$ cat config.mk
export PLATFORM = sky130hd
export DESIGN_NAME = activity_power_manager
export DESIGN_NICKNAME = d
export VERILOG_FILES = /design/src/rtl/apm_pkg.sv /design/src/rtl/activity_power_manager.sv /design/src/rtl/idle_timer.sv
export SDC_FILE = /design/constraint.sdc
export NUM_CORES = 1
export LEC_CHECK = 0
export BUFFER_PORTS_ARGS = -buffer_cell sky130_fd_sc_hd__buf_2
export CORE_MARGIN = 2
export CORE_UTILIZATION = 35
export CTS_BUF_LIST = sky130_fd_sc_hd__clkbuf_16
export DETAILED_ROUTE_END_ITERATION = 10
export PLACE_DENSITY = 0.66
export SLEW_MARGIN = 30
export SYNTH_ARGS = -nofsm -noshare
export SYNTH_HDL_FRONTEND = slang
export SYNTH_SLANG_ARGS = --single-unit
$ cat constraint.sdc
create_clock -name clk_in -period 1.9 [get_ports clk_in]
set_input_delay 0.095 -clock clk_in [delete_from_list [all_inputs] [get_ports clk_in]]
set_output_delay 0.095 -clock clk_in [all_outputs]
set_load 0.01 [all_outputs]
$ cat src/rtl/apm_pkg.sv
// constants for the activity power manager
// assumes one 125 MHz clock and an active-low asynchronous reset
//
// Behaviour
// - a doze timer flags a short stretch with no system activity, the shortest of three.
// - a stand-by timer flags a medium stretch with no system activity, longer than doze.
// - a suspend timer flags a long stretch with no system activity, the longest of three.
// - each of the three timers can raise a management interrupt when it runs out.
// - system activity seen in any power-down state can raise a management interrupt.
// - there are three power-down states besides on: doze, stand-by and suspend.
// - a housekeeping timer absorbs short housekeeping bursts in doze or stand-by.
// - peripheral activity is watched by its own timer that flags a lack of it.
// - the suspend output is modulated to throttle performance in on, doze and stand-by; suspend holds it asserted.
// - power control outputs let software switch off individual supply planes.
// - suspend stops clocks only after the core reports its work drained.
// - leaving suspend restarts the core clock so it resumes where it stopped.
package apm_pkg;
    localparam int          TMR_W       = 16;
    localparam int          SRC_W       = 5;
    localparam int          PLANE_W     = 4;
    localparam int          DUTY_W      = 4;
    // interrupt source bits
    localparam int          SRC_DOZE    = 0;
    localparam int          SRC_STBY    = 1;
    localparam int          SRC_SUSPEND_THROTTLE_OUT    = 2;
    localparam int          SRC_WAKE    = 3;
    localparam int          SRC_PERIPH  = 4;
    localparam logic [TMR_W-1:0]  TMR_ZERO = 16'h0000;
    localparam logic [TMR_W-1:0]  TMR_ONE  = 16'h0001;
    localparam logic [DUTY_W-1:0] DUTY_ZERO = 4'h0;
    localparam logic [DUTY_W-1:0] DUTY_ONE  = 4'h1;
    localparam logic [SRC_W-1:0]  SRC_NONE  = 5'h00;
    localparam logic [PLANE_W-1:0] PLANE_ALL_ON = 4'hF;
    typedef enum logic [1:0] {PWR_ON, PWR_DOZE, PWR_STBY, PWR_SUSPEND_THROTTLE_OUT} pwr_state_t;
endpackage : apm_pkg

$ cat src/rtl/activity_power_manager.sv
// power management unit: idle timers, power states, interrupt, throttle
// assumes software inputs are levels held by the management core
`timescale 1ns/10ps
module activity_power_manager
    import apm_pkg::*;
(
    input  wire logic                 clk_in,
    input  wire logic                 rst_b_in,
    input  wire logic                 sys_activity_in,
    input  wire logic                 hk_activity_in,
    input  wire logic                 periph_activity_in,
    input  wire logic [TMR_W-1:0]     doze_timeout_in,
    input  wire logic [TMR_W-1:0]     stby_timeout_in,
    input  wire logic [TMR_W-1:0]     suspend_throttle_out_timeout_in,
    input  wire logic [TMR_W-1:0]     hk_timeout_in,
    input  wire logic [TMR_W-1:0]     periph_timeout_in,
    input  wire logic [SRC_W-1:0]     irq_enable_in,
    input  wire logic [SRC_W-1:0]     irq_ack_in,
    input  wire logic                 state_req_in,
    input  wire apm_pkg::pwr_state_t  state_sel_in,
    input  wire logic [DUTY_W-1:0]    throttle_on_in,
    input  wire logic [DUTY_W-1:0]    throttle_doze_in,
    input  wire logic [DUTY_W-1:0]    throttle_stby_in,
    input  wire logic [PLANE_W-1:0]   plane_off_in,
    input  wire logic                 core_drained_in,
    output logic                      system_mgmt_interrupt_out,
    output logic [SRC_W-1:0]          irq_status_out,
    output apm_pkg::pwr_state_t       pwr_state_out,
    output logic                      suspend_throttle_out,
    output logic                      core_clk_stop_out,
    output logic [PLANE_W-1:0]        plane_enable_out,
    output logic                      periph_idle_out
);
    import apm_pkg::*;

    // ----------------------------------------
    // activity qualification
    // ----------------------------------------
    logic hk_burst_live;
    logic hk_expire;
    logic sys_act_q;
    logic sys_act_d;
    logic hk_act_q;
    logic hk_act_d;
    logic hk_window_q;
    logic hk_window_d;
    logic low_state;
    logic low_state_or_suspend_throttle_out;
    pwr_state_t state_q;
    pwr_state_t state_d;

    assign low_state = (state_q == PWR_DOZE) || (state_q == PWR_STBY);

    always_comb
    begin
        sys_act_d   = sys_activity_in;
        hk_act_d    = hk_activity_in;
        hk_window_d = hk_window_q;
        if (hk_activity_in && !hk_act_q && low_state)
        begin
            hk_window_d = 1'b1;
        end
        else if (hk_expire || !low_state)
        begin
            hk_window_d = 1'b0;
        end
    end

    // in doze or stand-by, housekeeping counts as activity only once a burst outlasts its timer
    assign hk_burst_live = hk_act_q && !(low_state && hk_window_q);

    logic act_any;
    assign act_any = sys_act_q || hk_burst_live;

    always_ff @(posedge clk_in or negedge rst_b_in)
    begin
        if (!rst_b_in)
        begin
            sys_act_q   <= 1'b0;
            hk_act_q    <= 1'b0;
            hk_window_q <= 1'b0;
        end
        else
        begin
            sys_act_q   <= sys_act_d;
            hk_act_q    <= hk_act_d;
            hk_window_q <= hk_window_d;
        end
    end

    // ----------------------------------------
    // timers
    // ----------------------------------------
    logic [SRC_W-1:0] tmr_expire;
    logic [TMR_W-1:0] tmr_timeout [SRC_W];
    logic [SRC_W-1:0] tmr_act;
    logic [SRC_W-1:0] tmr_en;

    assign tmr_timeout[SRC_DOZE]   = doze_timeout_in;
    assign tmr_timeout[SRC_STBY]   = stby_timeout_in;
    assign tmr_timeout[SRC_SUSPEND_THROTTLE_OUT]   = suspend_throttle_out_timeout_in;
    assign tmr_timeout[SRC_WAKE]   = hk_timeout_in;
    assign tmr_timeout[SRC_PERIPH] = periph_timeout_in;
    assign tmr_act[SRC_DOZE]   = act_any;
    assign tmr_act[SRC_STBY]   = act_any;
    assign tmr_act[SRC_SUSPEND_THROTTLE_OUT]   = act_any;
    assign tmr_act[SRC_WAKE]   = !hk_window_q;
    assign tmr_act[SRC_PERIPH] = periph_activity_in;
    assign tmr_en[SRC_DOZE]    = state_q == PWR_ON;
    assign tmr_en[SRC_STBY]    = state_q == PWR_ON || state_q == PWR_DOZE;
    assign tmr_en[SRC_SUSPEND_THROTTLE_OUT]    = state_q != PWR_SUSPEND_THROTTLE_OUT;
    assign tmr_en[SRC_WAKE]    = 1'b1;
    assign tmr_en[SRC_PERIPH]  = 1'b1;

    genvar gi;
    generate
        for (gi = 0; gi < SRC_W; gi++)
        begin : g_tmr
            idle_timer u_tmr (
                .clk_in      (clk_in),
                .rst_b_in    (rst_b_in),
                .enable_in   (tmr_en[gi]),
                .activity_in (tmr_act[gi]),
                .timeout_in  (tmr_timeout[gi]),
                .expire_out  (tmr_expire[gi])
            );
        end
    endgenerate

    assign hk_expire = tmr_expire[SRC_WAKE];

    // ----------------------------------------
    // interrupt sources
    // ----------------------------------------
    logic [SRC_W-1:0] src_event;
    logic [SRC_W-1:0] irq_q;
    logic [SRC_W-1:0] irq_d;
    logic             mgmt_irq_q;
    logic             mgmt_irq_d;
    logic             periph_idle_q;
    logic             periph_idle_d;

    always_comb
    begin
        src_event             = tmr_expire;
        src_event[SRC_WAKE]   = low_state_or_suspend_throttle_out && act_any;
        src_event[SRC_PERIPH] = tmr_expire[SRC_PERIPH];
        // set wins over acknowledge
        irq_d = ((irq_q & ~irq_ack_in) | src_event) & irq_enable_in;
        mgmt_irq_d = |irq_d;
        periph_idle_d = periph_idle_q;
        if (periph_activity_in)
        begin
            periph_idle_d = 1'b0;
        end
        else if (tmr_expire[SRC_PERIPH])
        begin
            periph_idle_d = 1'b1;
        end
    end

    assign low_state_or_suspend_throttle_out = state_q != PWR_ON;

    always_ff @(posedge clk_in or negedge rst_b_in)
    begin
        if (!rst_b_in)
        begin
            irq_q         <= SRC_NONE;
            mgmt_irq_q    <= 1'b0;
            periph_idle_q <= 1'b0;
        end
        else
        begin
            irq_q         <= irq_d;
            mgmt_irq_q    <= mgmt_irq_d;
            periph_idle_q <= periph_idle_d;
        end
    end

    chk_irq_holds: assert property (@(posedge clk_in) disable iff (!rst_b_in)
        irq_q[SRC_DOZE] && !irq_ack_in[SRC_DOZE] && irq_enable_in[SRC_DOZE]
        |=> irq_q[SRC_DOZE])
        else $error("interrupt source dropped without acknowledge");
    chk_timer_irq: assert property (@(posedge clk_in) disable iff (!rst_b_in)
        tmr_expire[SRC_SUSPEND_THROTTLE_OUT] && irq_enable_in[SRC_SUSPEND_THROTTLE_OUT] |=> irq_q[SRC_SUSPEND_THROTTLE_OUT] ##1 mgmt_irq_q)
        else $error("suspend expiry gave no interrupt");
    chk_wake_irq: assert property (@(posedge clk_in) disable iff (!rst_b_in)
        state_q != PWR_ON && sys_act_q && irq_enable_in[SRC_WAKE] |=> irq_q[SRC_WAKE])
        else $error("activity in power-down gave no interrupt");
    chk_periph_flag: assert property (@(posedge clk_in) disable iff (!rst_b_in)
        tmr_expire[SRC_PERIPH] && !periph_activity_in |=> periph_idle_q)
        else $error("peripheral idle not flagged");

    // ----------------------------------------
    // power state and clock stop
    // ----------------------------------------
    logic       clk_stop_q;
    logic       clk_stop_d;

    always_comb
    begin
        state_d    = state_q;
        clk_stop_d = clk_stop_q;
        if (state_req_in)
        begin
            state_d = state_sel_in;
        end
        if (state_q == PWR_SUSPEND_THROTTLE_OUT && core_drained_in)
        begin
            clk_stop_d = 1'b1;
        end
        if (state_q != PWR_SUSPEND_THROTTLE_OUT || (state_req_in && state_sel_in != PWR_SUSPEND_THROTTLE_OUT))
        begin
            clk_stop_d = 1'b0;
        end
    end

    always_ff @(posedge clk_in or negedge rst_b_in)
    begin
        if (!rst_b_in)
        begin
            state_q    <= PWR_ON;
            clk_stop_q <= 1'b0;
        end
        else
        begin
            state_q    <= state_d;
            clk_stop_q <= clk_stop_d;
        end
    end

    chk_stop_drained: assert property (@(posedge clk_in) disable iff (!rst_b_in)
        $rose(clk_stop_q) |-> $past(core_drained_in) && $past(state_q) == PWR_SUSPEND_THROTTLE_OUT)
        else $error("clock stopped before core drained");
    chk_resume_run: assert property (@(posedge clk_in) disable iff (!rst_b_in)
        state_q != PWR_SUSPEND_THROTTLE_OUT |=> !clk_stop_q)
        else $error("clock still stopped outside suspend");
    chk_state_req: assert property (@(posedge clk_in) disable iff (!rst_b_in)
        state_req_in |=> state_q == $past(state_sel_in))
        else $error("power state request not taken");
    chk_clk_stop_hold: assert property (@(posedge clk_in) disable iff (!rst_b_in)
        clk_stop_q && state_q == PWR_SUSPEND_THROTTLE_OUT && !state_req_in |=> clk_stop_q)
        else $error("clock restarted while suspend held");

    // ----------------------------------------
    // throttle modulation and planes
    // ----------------------------------------
    logic [DUTY_W-1:0]  phase_q;
    logic [DUTY_W-1:0]  phase_d;
    logic [DUTY_W-1:0]  duty;
    logic               throttle_q;
    logic               throttle_d;
    logic [PLANE_W-1:0] plane_q;
    logic [PLANE_W-1:0] plane_d;

    always_comb
    begin
        unique case (state_q)
            PWR_ON:   duty = throttle_on_in;
            PWR_DOZE: duty = throttle_doze_in;
            PWR_STBY: duty = throttle_stby_in;
            PWR_SUSPEND_THROTTLE_OUT: duty = DUTY_ZERO;
        endcase
        phase_d = phase_q + DUTY_ONE;
        // low asserts suspend for duty of each 16-clock frame
        throttle_d = !(phase_q < duty) && !(state_q == PWR_SUSPEND_THROTTLE_OUT);
        plane_d    = ~plane_off_in;
    end

    always_ff @(posedge clk_in or negedge rst_b_in)
    begin
        if (!rst_b_in)
        begin
            phase_q    <= DUTY_ZERO;
            throttle_q <= 1'b1;
            plane_q    <= PLANE_ALL_ON;
        end
        else
        begin
            phase_q    <= phase_d;
            throttle_q <= throttle_d;
            plane_q    <= plane_d;
        end
    end

    chk_throttle_duty: assert property (@(posedge clk_in) disable iff (!rst_b_in)
        state_q == PWR_ON && phase_q < throttle_on_in |=> !throttle_q)
        else $error("throttle not applied in on state");
    chk_plane_follow: assert property (@(posedge clk_in) disable iff (!rst_b_in)
        ##1 plane_q == ~$past(plane_off_in))
        else $error("power plane output mismatch");
    chk_suspend_throttle_out_throttle: assert property (@(posedge clk_in) disable iff (!rst_b_in)
        state_q == PWR_SUSPEND_THROTTLE_OUT |=> !throttle_q)
        else $error("throttle released during suspend");

    assign system_mgmt_interrupt_out = mgmt_irq_q;
    assign irq_status_out            = irq_q;
    assign pwr_state_out             = state_q;
    assign suspend_throttle_out      = throttle_q;
    assign core_clk_stop_out         = clk_stop_q;
    assign plane_enable_out          = plane_q;
    assign periph_idle_out           = periph_idle_q;
endmodule : activity_power_manager

$ cat src/rtl/idle_timer.sv
// one inactivity down-counter with reload
// assumes timeout is held steady by software while enabled
`timescale 1ns/10ps
module idle_timer
    import apm_pkg::*;
(
    input  wire logic             clk_in,
    input  wire logic             rst_b_in,
    input  wire logic             enable_in,
    input  wire logic             activity_in,
    input  wire logic [TMR_W-1:0] timeout_in,
    output logic                  expire_out
);
    import apm_pkg::*;
    logic [TMR_W-1:0] count_q;
    logic [TMR_W-1:0] count_d;
    logic             expire_q;
    logic             expire_d;

    // ----------------------------------------
    // count down, reload on activity
    // ----------------------------------------
    always_comb
    begin
        count_d  = count_q;
        expire_d = 1'b0;
        if (!enable_in || activity_in)
        begin
            count_d = timeout_in;
        end
        else if (count_q == TMR_ONE)
        begin
            count_d  = TMR_ZERO;
            expire_d = 1'b1;
        end
        else if (count_q != TMR_ZERO)
        begin
            count_d = count_q - TMR_ONE;
        end
    end

    always_ff @(posedge clk_in or negedge rst_b_in)
    begin
        if (!rst_b_in)
        begin
            count_q  <= TMR_ZERO;
            expire_q <= 1'b0;
        end
        else
        begin
            count_q  <= count_d;
            expire_q <= expire_d;
        end
    end

    assign expire_out = expire_q;

    chk_expire_after_idle: assert property (@(posedge clk_in) disable iff (!rst_b_in)
        expire_q |-> $past(count_q) == TMR_ONE && $past(enable_in) && !$past(activity_in))
        else $error("timer expired without a full idle count");
    chk_reload_on_act: assert property (@(posedge clk_in) disable iff (!rst_b_in)
        enable_in && activity_in |=> count_q == $past(timeout_in) && !expire_q)
        else $error("timer did not reload on activity");
endmodule : idle_timer

-- Word-level counts from Yosys, hierarchy flattened
Cells that the tools add are included.
- add/sub/neg operators: 6
- $lt $le $gt $ge: 1
- eq/ne operators: 11
- muxes and demuxes: 32
- bitwise logic cells: 5
- reduce and logical (&&, ||, !) cells: 39
- operators by type and width (operator ; count):
    16-bit 2-to-1 mux ; 15
    16-bit by 1-bit equality test with 1-bit output (second input constant) ; 5
    16-bit nonzero test ; 5
    16-bit by 1-bit subtractor with 16-bit output (second input constant) ; 5
    1-bit 2-to-1 mux ; 16
    4-bit case mux with 4 select lines ; 1
    3-bit nonzero test ; 4
    5-bit bitwise AND ; 2
    1-bit logical AND ; 8
    1-bit logical NOT ; 8
    1-bit logical OR ; 8
    2-bit nonzero test ; 4
    5-bit inverter ; 1
    5-bit bitwise OR ; 1
    5-bit OR reduction ; 1
    4-bit by 1-bit adder with 4-bit output (second input constant) ; 1
    2-bit equality test (second input constant) ; 2
    4-bit < comparator ; 1
    2-bit != test (second input constant) ; 2
    4-bit inverter ; 1
    3-bit by 1-bit != test with 1-bit output (second input constant) ; 1
    2-bit by 1-bit equality test with 1-bit output (second input constant) ; 1
    2-bit logical NOT ; 1
- flip-flop bits (word level): 107
- input bits: 115
- output and inout port bits: 15
- word-level logic and storage cells: 115

-- Longest topological paths before layout
Gate-level depths: netlist of the first run.
- word-level depth: 10
- gate-level depth with buffers: 10
- depth with buffers taken out: 10

-- Modules after synthesis
Synthesis of the first run repeated with hierarchy kept, for this count alone.
- cells, all modules: 642
- area total of the unflattened synthesis: 6341.1 µm²
- modules (own cells, without submodules) (module ; instances ; cells each ; area an instance (µm²) ; seq. area each (µm²)):
    idle_timer at g_tmr[0].u_tmr ... ; 3 ; 109 ; 1064.8 ; 425.4
    idle_timer at g_tmr[4].u_tmr ; 1 ; 111 ; 1079.8 ; 425.4
    idle_timer at g_tmr[3].u_tmr ; 1 ; 115 ; 1077.3 ; 425.4
    activity_power_manager ; 1 ; 89 ; 989.7 ; 556.8

-- Worst setup path after synthesis of the first run
No wires, ideal clock.
- kind: reg2reg
- from: register state_q[0], in the netlist pwr_state_out[0]
- to: register g_tmr[2].u_tmr.count_q[4]
- library setup time: 126 ps
- data arrival time: 2098 ps
- required time: 1774 ps
- path slack: -324 ps
- stages on the path, launching flop included: 9
- path buffers: 1
- period minus slack after synthesis: 2224 ps
- path through: dfrtp_1 -> inv_1 -> ha_1 -> a21boi_0 -> nor3_1 -> clkbuf_1 -> o21ai_1 -> o21ai_0 -> a221o_1
- longest elaborated chain between the ends: 8
- elaborated cells between the ends (all ways): 12
- classes of those cells: 3 x eq/ne; 1 x mux; 8 x reduce/logical
- ends and longest elaborated chain (what ; RTL line ; RTL):
    from (decl) ; activity_power_manager.sv:49 ; pwr_state_t state_q;
    from (signal assigned) ; activity_power_manager.sv:227 ; state_q <= state_d;
    2-bit by 1-bit equality test with 1-bit output or 2-bit equality test (tied branches) ; activity_power_manager.sv:52 ; assign low_state = (state_q == PWR_DOZE) || (state_q == PWR_STBY);
    1-bit logical OR ; activity_power_manager.sv:52 ;
    1-bit logical AND ; activity_power_manager.sv:70 ; assign hk_burst_live = hk_act_q && !(low_state && hk_window_q);
    1-bit logical NOT ; activity_power_manager.sv:70 ;
    1-bit logical AND ; activity_power_manager.sv:70 ;
    1-bit logical OR ; activity_power_manager.sv:73 ; assign act_any = sys_act_q || hk_burst_live;
    1-bit logical OR (*) ; idle_timer.sv:27 ; if (!enable_in || activity_in)
    3-bit nonzero test (no source line) or 16-bit 2-to-1 mux (tied branches) ; - ;
    to (signal assigned) ; idle_timer.sv:51 ; count_q <= count_d;
    to (decl) ; idle_timer.sv:15 ; logic [TMR_W-1:0] count_q;
Mark *: on every way between the ends. The rest lies on a longest branch, timed or not.
A chain may end at the register's enable or synchronous reset.

-- Worst setup path in the final report of the first run
- from: register g_tmr[1].u_tmr.count_q[12]
- to: register g_tmr[1].u_tmr.count_q[10]
- longest elaborated chain between the ends: 3
- elaborated cells between the ends (all ways): 5
- classes of those cells: 1 x eq/ne; 2 x mux; 2 x reduce/logical
- ends and longest elaborated chain (what ; RTL line ; RTL):
    from (decl) ; idle_timer.sv:15 ;
    from (signal assigned) ; idle_timer.sv:51 ;
    16-bit by 1-bit equality test with 1-bit output ; idle_timer.sv:31 ; else if (count_q == TMR_ONE)
    16-bit 2-to-1 mux ; idle_timer.sv:31 ;
    16-bit 2-to-1 mux ; idle_timer.sv:27 ;
Several ways; a longest one is shown, not always the timed one.

==> metrics.txt, run 1 <==
syn_nets 809; Die Span Y 136.6 microns; layout net count 1112; pre-CTS WS -0.1815 ns; slew margin rel. 61.95%; Die W 136.6 microns; WS Path Type reg -> reg; crit path time final 2.084 ns; Leakage 4.234 nW; RSZ-0062 raised after global routing true; Routed WL 17.99 mm; crit share post-route 109.7%; worst hold start doze_timeout_in[8]; Post-Place Cells 1105; clock tree buffer depth 2; Seq/Total Area, Yosys 43.58%; fmax 479.9 MHz; Synth top area share 41.45%; Worst Path Max Fanout 8; Worst VDD drop 0.0004520 V; IO Pins 130; area of the multi-input gates 3824 sq um; share of layout cells above drive strength 1 39.02%; vias in the first global route 6015; Vias/cell 5.067; WHS Endpoint g_tmr[0].u_tmr.count_q[8]; clock-pin transition on the worst setup and hold timing paths 0.09 ns; hold path cells 3; FILL cells 1519; Util after Layout 54.87%; number of nets with antenna violations after routing 0; CTS Buf Count 9; Residual DRC 0; failing checks negative setup slack; Initial Utilization 35.73%; RePlAce Congestion 0.8545; Final Hold Vio Count 0; final setup margin -0.1836 ns; Max Cap Viol 0; total number of vias 6101; Yosys top cell by area dfrtp_1; WL/cell 14.94 microns; GR Overflow Total 0; CTS tree built; ranking of synthesized cells by area dfrtp_1, ha_1, nor2_1; Worst-Skew Late Latency 0.36 ns; initial antenna violation count 0; yosys warns 0; crit path capture type flip-flop; Syn Inst Count 671; Syn Area/Cell 9.178 sq um; R2R Setup Slk -0.18 ns; run status finished with violations; FF-to-FF End g_tmr[1].u_tmr.count_q[10]; worst path required time 2.16 ns; Row Count 48; Setup-failing EPs final 36; number of synthesized flops with an enable pin 0; root buf cell clkbuf_16; flops & latches, synth 107; Synth cell types 61; final setup TNS -3.855 ns; ys flop type dfrtp_1; clock skew 0.01626 ns; Cell Pwr Density 688.1 nW/um^2; actual slew at the worst max-slew pin 0.5707 ns; Synth async-reset ratio 100.0%; ANT cells 0; Tot GR Track Use 19.11%; Placement Cell Area 7924 sq um; Critical Path AT 2.34 ns; detailed placement HPWL 12.73 mm; clk sinks 107; first-pass GRT wire length 28.35 mm; Finished Layout Cells 1204; PortBufs 129; Core Box Area 17240 sq um; Post-Syn Area 6158 sq um; area occupied by registers 2684 sq um; H-Tree Depth 3; area growth from synthesis to layout 53.58%; pin count of the biggest net entering global routing 42; Worst setup SP type flip-flop; Starting DRT DRC Count 208; Worst Hold Class in -> reg; r2r worst-path depth 5; worst reg2reg startpoint g_tmr[1].u_tmr.count_q[12]; pins over their slew limit 0; drt first pass iters 7; Layout Cell Area excl Fill 9458 sq um; full die area 18670 sq um
## metal layers
metal	share of wire, %	up-vias	track usage, %	wire length [microns]
met5	0	-	0	0
met2	50	148	33.17	8985
met4	1.1	0	4.977	204
met3	4.6	16	4.037	834
met1	44	2920	24.12	7967
li1	-	3017	-	-
## worst max-delay path: stages (launching register included)
cell and delay [ns]:
dfrtp_1 0.39, or4_4 0.54, or4_4 0.60, o21ai_4 0.22, buf_12 0.17, o21ai_2 0.05
## cell families after synthesis
kind of cell    count (synthesis)  share of synthesized area (%)
compound gates                163                          18.02
fa+ha+maj                      23                          4.673
simple gates                  276                          23.06
flops                         107                          43.58
xor+xnor                       51                          7.253
buf+inv                        51                          3.413
## worst max path at each step
stage / start / to / slack (ns) / cells past startpoint
floorplan: g_tmr[3].u_tmr.count_q[0] / g_tmr[3].u_tmr.count_q[14] / -0.09 / 8
global placement: g_tmr[1].u_tmr.count_q[14] / g_tmr[1].u_tmr.count_q[5] / -0.16 / 5
detailed placement: g_tmr[1].u_tmr.count_q[14] / g_tmr[1].u_tmr.count_q[10] / -0.18 / 5
CTS: g_tmr[1].u_tmr.count_q[14] / g_tmr[1].u_tmr.count_q[10] / -0.15 / 5
global route: g_tmr[1].u_tmr.count_q[12] / g_tmr[1].u_tmr.count_q[10] / -0.22 / 5
finish: g_tmr[1].u_tmr.count_q[12] / g_tmr[1].u_tmr.count_q[10] / -0.18 / 5
## layout make-up
cell class,count,area share [%]
clock buffer,9,2.381
clock inverter,7,0.5424
inverter,28,1.111
multi-input combinational,513,40.43
sequential,107,28.38
tap,225,2.977
timing repair buffer,315,24.18
## through the flow
step                      hold slack, ns  power (mW)
after floorplan                  -0.2006       3.636
after global placement            0.1016       4.338
after detailed placement          0.1046       4.365
after CTS                       0.004580       6.378
after global routing             0.01726       6.874
final                            0.01248       6.508
## synth_stat cells (2+ instances only)
cell type and instances:
or4_4 6, o21ai_2 11, a21o_1 6, o311ai_0 2, nor4_1 18, a2bb2oi_1 7, a21boi_0 3, dfrtp_1 102
o22ai_1 4, dfstp_2 5, nor2b_1 10, nand3_1 11, nand4_1 7, a31oi_1 4, o21a_1 5, and3_1 6
nor3_1 28, o21ai_1 2, o31ai_1 10, ha_1 23, o21ai_0 25, clkbuf_1 20, nand3b_1 2, or4_1 6
inv_1 28, and2_1 8, a22oi_1 12, and4_1 3, or2_2 3, or3_1 10, o41ai_1 3, nor2_1 72
o211ai_1 2, nand2b_1 4, xnor2_1 30, a211oi_1 8, xor2_1 21, a22o_1 6, o2bb2ai_1 6, nor3b_1 6
a21oi_1 38, nand2_1 69
## sequential cells by signal, summed over array words and instances (netlist names)
name and cells:
core_clk_stop_out 1, g_tmr.u_tmr.count_q 80, g_tmr.u_tmr.expire_out 5, hk_act_q 1, hk_window_q 1, irq_status_out 5, periph_idle_out 1, phase_q 4
plane_enable_out 4, pwr_state_out 2, suspend_throttle_out 1, sys_act_q 1, system_mgmt_interrupt_out 1
## cells in the final DEF, fill, tap and decap left out, types with 6 or more instances in the layout
cell / n
buf_2: 128
xnor2_1: 29
xor2_1: 21
dfrtp_1: 102
clkbuf_16: 9
a22oi_2: 11
dlygate4sd3_1: 68
o21ai_1: 7
a211oi_2: 7
nand3_1: 8
a21o_1: 6
nor4_2: 6
nor3_2: 6
o31ai_1: 6
inv_1: 23
o21ai_0: 18
o21ai_2: 11
and2_1: 6
buf_6: 6
nor3_1: 21
a21oi_1: 31
nor2b_1: 10
o2bb2ai_1: 6
or4_4: 9
nand2_1: 66
ha_1: 18
buf_4: 109
or3_1: 7
nor4_1: 9
inv_2: 6
nand4_1: 7
nor2_1: 67
a22o_1: 6
a21oi_2: 7
## power by group
| part | leakage, nW | switching (mW) | total (mW) | internal, mW |
|---|---|---|---|---|
| clock | 0.138 | 0.922 | 1.82 | 0.901 |
| sequential | 1.30 | 0.215 | 2.73 | 2.51 |
| combinational | 2.80 | 0.950 | 1.96 | 1.00 |
| total | 4.23 | 2.09 | 6.51 | 4.42 |
## timing repair
action	4_1_cts	5_1_grt
hold endpoints to repair	94	0
resized for setup	23	74
hold buffers	68	0
endpoints found under the setup margin	59	71
buffers inserted	3	12
gates cloned	0	0
pin swaps	9	24
Note: power is estimated with default switching activity, not from simulation.
==> inputs of run 2 (changes only) <==
--- a/config.mk
+++ b/config.mk
@@ -5,12 +5,14 @@
 export SDC_FILE = /design/constraint.sdc
 export NUM_CORES = 1
 export LEC_CHECK = 0
+export ABC_AREA = 1
 export BUFFER_PORTS_ARGS = -buffer_cell sky130_fd_sc_hd__buf_2
 export CORE_MARGIN = 2
 export CORE_UTILIZATION = 35
 export CTS_BUF_LIST = sky130_fd_sc_hd__clkbuf_16
 export DETAILED_ROUTE_END_ITERATION = 10
 export PLACE_DENSITY = 0.66
+export RECOVER_POWER = 50
 export SLEW_MARGIN = 30
 export SYNTH_ARGS = -nofsm -noshare
 export SYNTH_HDL_FRONTEND = slang
==> run 2 against run 1 <==
Against the previous run:
- the flow now finishes without violations
- sequential power about the same
- global-route usage decreased by 1.1 points
- hold slack worse by 0.0065 ns
- clock power decreased by 4%
- core utilization fell by 8.4 points
- cell area down 8.4%
- setup slack gained 0.34 ns
- non-clock buffer count is 93 lower
- largest power group unchanged
==> metrics.txt, run 2 <==
clock tree buffer depth 2; Starting DRT DRC Count 254; Syn Area/Cell 7.126 sq um; yosys warns 0; Worst VDD drop 0.0003986 V; H-Tree Depth 3; ranking of synthesized cells by area dfrtp_1, nand2_1, nor2_1; Worst Path Max Fanout 4; CP max-delay cell dfrtp_1; crit share post-route 91.66%; Post-Syn Area 6641 sq um; Critical Path AT 2.01 ns; WL/cell 12.67 microns; pins over their slew limit 0; Post-Place Cells 1299; clk sinks 107; clock-pin transition on the worst setup and hold timing paths 0.07 ns; Largest register FFs 80; Max Cap Viol 0; crit path time final 1.742 ns; final total power 5.962 mW; total number of vias 6481; CTS tree built; cell family with most CP delay compound AO/OA/AOI/OAI gates; Tot GR Track Use 18.03%; Synth async-reset ratio 100.0%; FILL cells 1880; Synth top area share 38.43%; full die area 20090 sq um; Worst Hold Class in -> reg; most common cell after layout, fill and taps aside nand2_1; Core Box Area 18640 sq um; Routed WL 17.63 mm; final setup margin 0.1584 ns; Die W 141.8 microns; slew margin rel. 28.95%; Worst-Skew Late Latency 0.35 ns; CTS Buf Count 9; Synth cell types 35; Cell Pwr Density 687.9 nW/um^2; Yosys top cell by area dfrtp_1; Final Hold Vio Count 0; number of nets with antenna violations after routing 0; WS Path Type reg -> reg; RSZ-0062 raised after global routing true; RePlAce Congestion 0.9067; crit path capture type flip-flop; flops & latches, synth 107; most common cell in the netlist nand2_1; Hold Worst Slack 0.006007 ns; initial antenna violation count 1; Die Span Y 141.8 microns; pin count of the biggest net entering global routing 39; worst-path cell chain buf_4 > ha_1 > a221o_1 > o21ai_0 > ha_1 > a21oi_1 > a21oi_1; detailed placement HPWL 13.17 mm; root buf cell clkbuf_16; most frequent cells in the layout nand2_1, nor2_1, buf_2; Setup-failing EPs final 0; actual slew at the worst max-slew pin 1.066 ns; PortBufs 129; Residual DRC 0; Commonest cells post-synth nand2_1, nor2_1, dfrtp_1, inv_1, nand3_1; GR Overflow Total 0; fmax 574.2 MHz; clock skew 0.008373 ns; drt first pass iters 4; number of buffers and inverters on the critical path 1; run status finished clean; pre-CTS WS 0.08377 ns; Seq/Total Area, Yosys 40.41%; ys flop type dfrtp_1; number of synthesized flops with an enable pin 0; share of layout cells above drive strength 1 17.21%; area growth from synthesis to layout 30.50%; Row Count 50; vias in the first global route 6223; Worst setup SP type flip-flop; Vias/cell 4.659; Biggest register g_tmr.u_tmr.count_q; max incr delay on CP 0.37 ns; Initial Utilization 35.62%; Syn Inst Count 932; worst path required time 2.17 ns; first-pass GRT wire length 28.95 mm; Finished Layout Cells 1391; Leakage 4.315 nW; IO Pins 130; layout net count 1289; syn_nets 1070
## run 2: layout make-up
| cell class | count | area, sq um | share of cell area, % |
|---|---|---|---|
| multi-input cells | 705 | 3470 | 40.03 |
| flip-flops and latches | 107 | 2684 | 30.97 |
| repair buffers | 222 | 1549 | 17.87 |
| inverters | 106 | 405.4 | 4.677 |
| well taps | 234 | 292.8 | 3.378 |
| clock buffers | 9 | 225.2 | 2.599 |
| clock inverters | 7 | 38.79 | 0.4475 |
| diodes | 1 | 2.502 | 0.02887 |
## run 2: report_power, final
part	switching (mW)	leakage [nW]	internal, mW	total (mW)
Combinational	0.844	2.89	0.638	1.48
Sequential	0.225	1.30	2.52	2.74
Clock	0.861	0.127	0.874	1.74
Total	1.93	4.31	4.03	5.96
## run 2: cell families after synthesis
| kind of cell | Yosys count | share of synthesized area, % |
|---|---|---|
| and+or+nand+nor | 546 | 35.08 |
| buffers and inverters | 120 | 7.498 |
| DFF | 107 | 40.41 |
| AOI/OAI and AO/OA | 106 | 8.723 |
| xor gates and xnor gates | 30 | 3.956 |
| adders and majority gates | 23 | 4.333 |
## run 2: stage by stage
| step | TNS [ns] | area [sq um] | util (%) |
|---|---|---|---|
| after floorplan | 0 | 6641 | - |
| after detailed placement | 0 | 7630 | 40.93 |
| final | 0 | 8667 | 46.49 |
| after global routing | -0.05086 | 8667 | 46.49 |
| after CTS | 0 | 8625 | 46.26 |
| after global placement | 0 | 7630 | 40.93 |
## run 2: worst register-to-register path: cells and delay by family (launching register included)
family	cells	cell delay, ns
AOI/OAI and AO/OA	4	0.64
buffers and inverters	1	0.15
adders and majority gates	2	0.50
DFF	1	0.37
## run 2: worst paths after layout
| path | endpoint | slack (ns) | cells after the start | from |
|---|---|---|---|---|
| worst max register to register | suspend_throttle_out | 0.16 | 7 | pwr_state_out[1] |
| worst min-delay path | g_tmr[4].u_tmr.count_q[13] | 0.006 | 3 | periph_timeout_in[13] |
| max in group asynchronous | suspend_throttle_out | 0.46 | 3 | rst_b_in |
| worst max-delay path | suspend_throttle_out | 0.16 | 7 | pwr_state_out[1] |
| min in group asynchronous | g_tmr[3].u_tmr.count_q[9] | 0.48 | 2 | rst_b_in |
| worst min register to register | hk_window_q | 0.45 | 1 | g_tmr[3].u_tmr.expire_out |
## run 2: timing repair
action	CTS	global route
hold buffers	73	0
endpoints found under the hold margin	102	0
endpoints found under the setup margin	0	35
setup buffers	0	2
gates resized for setup	0	7
## run 2: layer usage
metal	part of all wire, %	vias up	track usage [%]
li1	-	3398	-
met1	48	2930	23.75
met2	46	127	30.35
met3	3.7	26	2.599
met4	1.9	0	6.368
met5	0	-	0
==> inputs of run 3 (changes only) <==
--- a/config.mk
+++ b/config.mk
@@ -8,10 +8,10 @@
 export ABC_AREA = 1
 export BUFFER_PORTS_ARGS = -buffer_cell sky130_fd_sc_hd__buf_2
 export CORE_MARGIN = 2
-export CORE_UTILIZATION = 35
+export CORE_UTILIZATION = 45
 export CTS_BUF_LIST = sky130_fd_sc_hd__clkbuf_16
 export DETAILED_ROUTE_END_ITERATION = 10
-export PLACE_DENSITY = 0.66
+export PLACE_DENSITY = 0.79
 export RECOVER_POWER = 50
 export SLEW_MARGIN = 30
 export SYNTH_ARGS = -nofsm -noshare
==> run 3 against run 2 <==
Against the previous run:
- wire length decreased by 2.1%
- fmax shrank 0.97%
- critical path depth increased by 5
- final cell count is 3.6% lower
- clock skew decreased by 0.0035 ns
- clock-buffer cell count stayed put
- via count rose by 1.3%
- critical path type unchanged
- critical endpoint is now g_tmr[0].u_tmr.count_q[5]
==> metrics.txt, run 3 (synthesis gave the netlist of run 2 again) <==
run status finished clean; CTS Buf Count 9; initial antenna violation count 0; r2r worst-path depth 12; PortBufs 129; Post-Place Cells 1243; clock skew 0.004908 ns; Final Hold Vio Count 0; Worst Hold Class in -> reg; Worst-Skew Late Latency 0.36 ns; Vias/cell 4.896; root buf cell clkbuf_16; Worst VDD drop 0.0005421 V; Hold Worst Slack 0.01078 ns; Cell Pwr Density 708.7 nW/um^2; Row Count 44; Biggest register g_tmr.u_tmr.count_q; final setup TNS 0 ns; most frequent cells in the layout nand2_1, buf_2, nor2_1; crit share post-route 92.56%; Critical Path Sink g_tmr[0].u_tmr.count_q[5]; slew margin rel. 35.74%; most common cell after layout, fill and taps aside nand2_1; Layout Cell Area excl Fill 8671 sq um; Placement Cell Area 7522 sq um; clock-pin transition on the worst setup and hold timing paths 0.07 ns; Routed WL 17.27 mm; FF-to-FF End g_tmr[0].u_tmr.count_q[5]; full die area 15750 sq um; Residual DRC 0; Tot GR Track Use 22.63%; Worst setup SP type flip-flop; first-pass GRT wire length 29.17 mm; clk sinks 107; pin count of the biggest net entering global routing 63; actual slew at the worst max-slew pin 0.9640 ns; Leakage 4.350 nW; total number of vias 6565; clock tree buffer depth 2; Critical Path AT 2.01 ns; Finished Layout Cells 1341; Die Span Y 125.5 microns; fmax 568.6 MHz; RePlAce Congestion 0.9134; Initial Utilization 45.87%; drt first pass iters 5; detailed placement HPWL 12.27 mm; GR Overflow Total 0; Largest register FFs 80; Starting DRT DRC Count 316; area growth from synthesis to layout 30.56%; worst path required time 2.15 ns; pins over their slew limit 0; H-Tree Depth 3; Max Cap Viol 0; IO Pins 130; Core Box Area 14480 sq um; crit path capture type flip-flop; Util after Layout 59.89%; worst reg2reg startpoint pwr_state_out[1]; WL/cell 12.87 microns; Worst Path Max Fanout 14; share of layout cells above drive strength 1 17.82%; Die W 125.5 microns; vias in the first global route 6378; layout net count 1289; crit path time final 1.759 ns; R2R Setup Slk 0.14 ns; number of nets with antenna violations after routing 0; Setup-failing EPs final 0; CTS tree built; CP startpoint pwr_state_out[1]; WS Path Type reg -> reg
run 3: how the worst min path moves through the flow:
stage | from | endpoint | slack (ns) | cells after the start
detailed placement | rst_b_in | g_tmr[4].u_tmr.count_q[10] | -0.06 | 1
global placement | rst_b_in | g_tmr[4].u_tmr.count_q[10] | -0.07 | 1
CTS | periph_timeout_in[2] | g_tmr[4].u_tmr.count_q[2] | 0.0009 | 3
floorplan | rst_b_in | core_clk_stop_out | -0.20 | 0
finish | suspend_throttle_out_timeout_in[3] | g_tmr[2].u_tmr.count_q[3] | 0.01 | 3
global route | periph_timeout_in[2] | g_tmr[4].u_tmr.count_q[2] | 0.01 | 3
run 3: what timing repair did:
item / 4_1_cts / 5_1_grt
resized for setup: 0 / 18
hold endpoints to repair: 178 / 0
setup endpoints to repair: 1 / 53
gates cloned: 0 / 0
buffers inserted: 0 / 5
hold buffers: 76 / 0
pin swaps: 1 / 1
run 3: metal layers:
metal | GRT usage (%) | wire length (microns)
met2 | 38.28 | 8233
met5 | 0 | 0
met3 | 4.878 | 845
met4 | 7.255 | 367
met1 | 28.95 | 7818
run 3: power by group:
group	total, mW	leakage, nW	switching (mW)	internal [mW]
registers	2.75	1.30	0.229	2.52
logic	1.50	2.92	0.855	0.641
clock network	1.90	0.137	0.882	1.02
total	6.15	4.35	1.97	4.18
run 3: through the flow:
stage	setup WS [ns]	total power [mW]
after global routing	-0.006249	6.557
after global placement	0.1145	4.088
after floorplan	0.1784	3.692
final	0.1413	6.145
after detailed placement	0.01496	4.124
after CTS	0.009569	6.163
run 3: critical path, cell delays in order, from the launching register on:
cell and delay [ns]:
dfrtp_1 0.37, inv_1 0.08, ha_2 0.33, nand2_1 0.07, nand2_2 0.08, nand2_4 0.08, inv_2 0.08, nand2_4 0.07
inv_2 0.06, nand2_2 0.08, nor2_4 0.14, buf_12 0.15, nor2_1 0.05
run 3: area by class of cell:
cell class	instances	area, sq um
Antenna cell	1	2.502
Tap cell	184	230.2
Sequential cell	107	2684
Inverter	106	410.4
Timing Repair Buffer	222	1556
Fill cell	1312	5808
Clock inverter	7	68.82
Clock buffer	9	225.2
Multi-Input combinational cell	705	3493
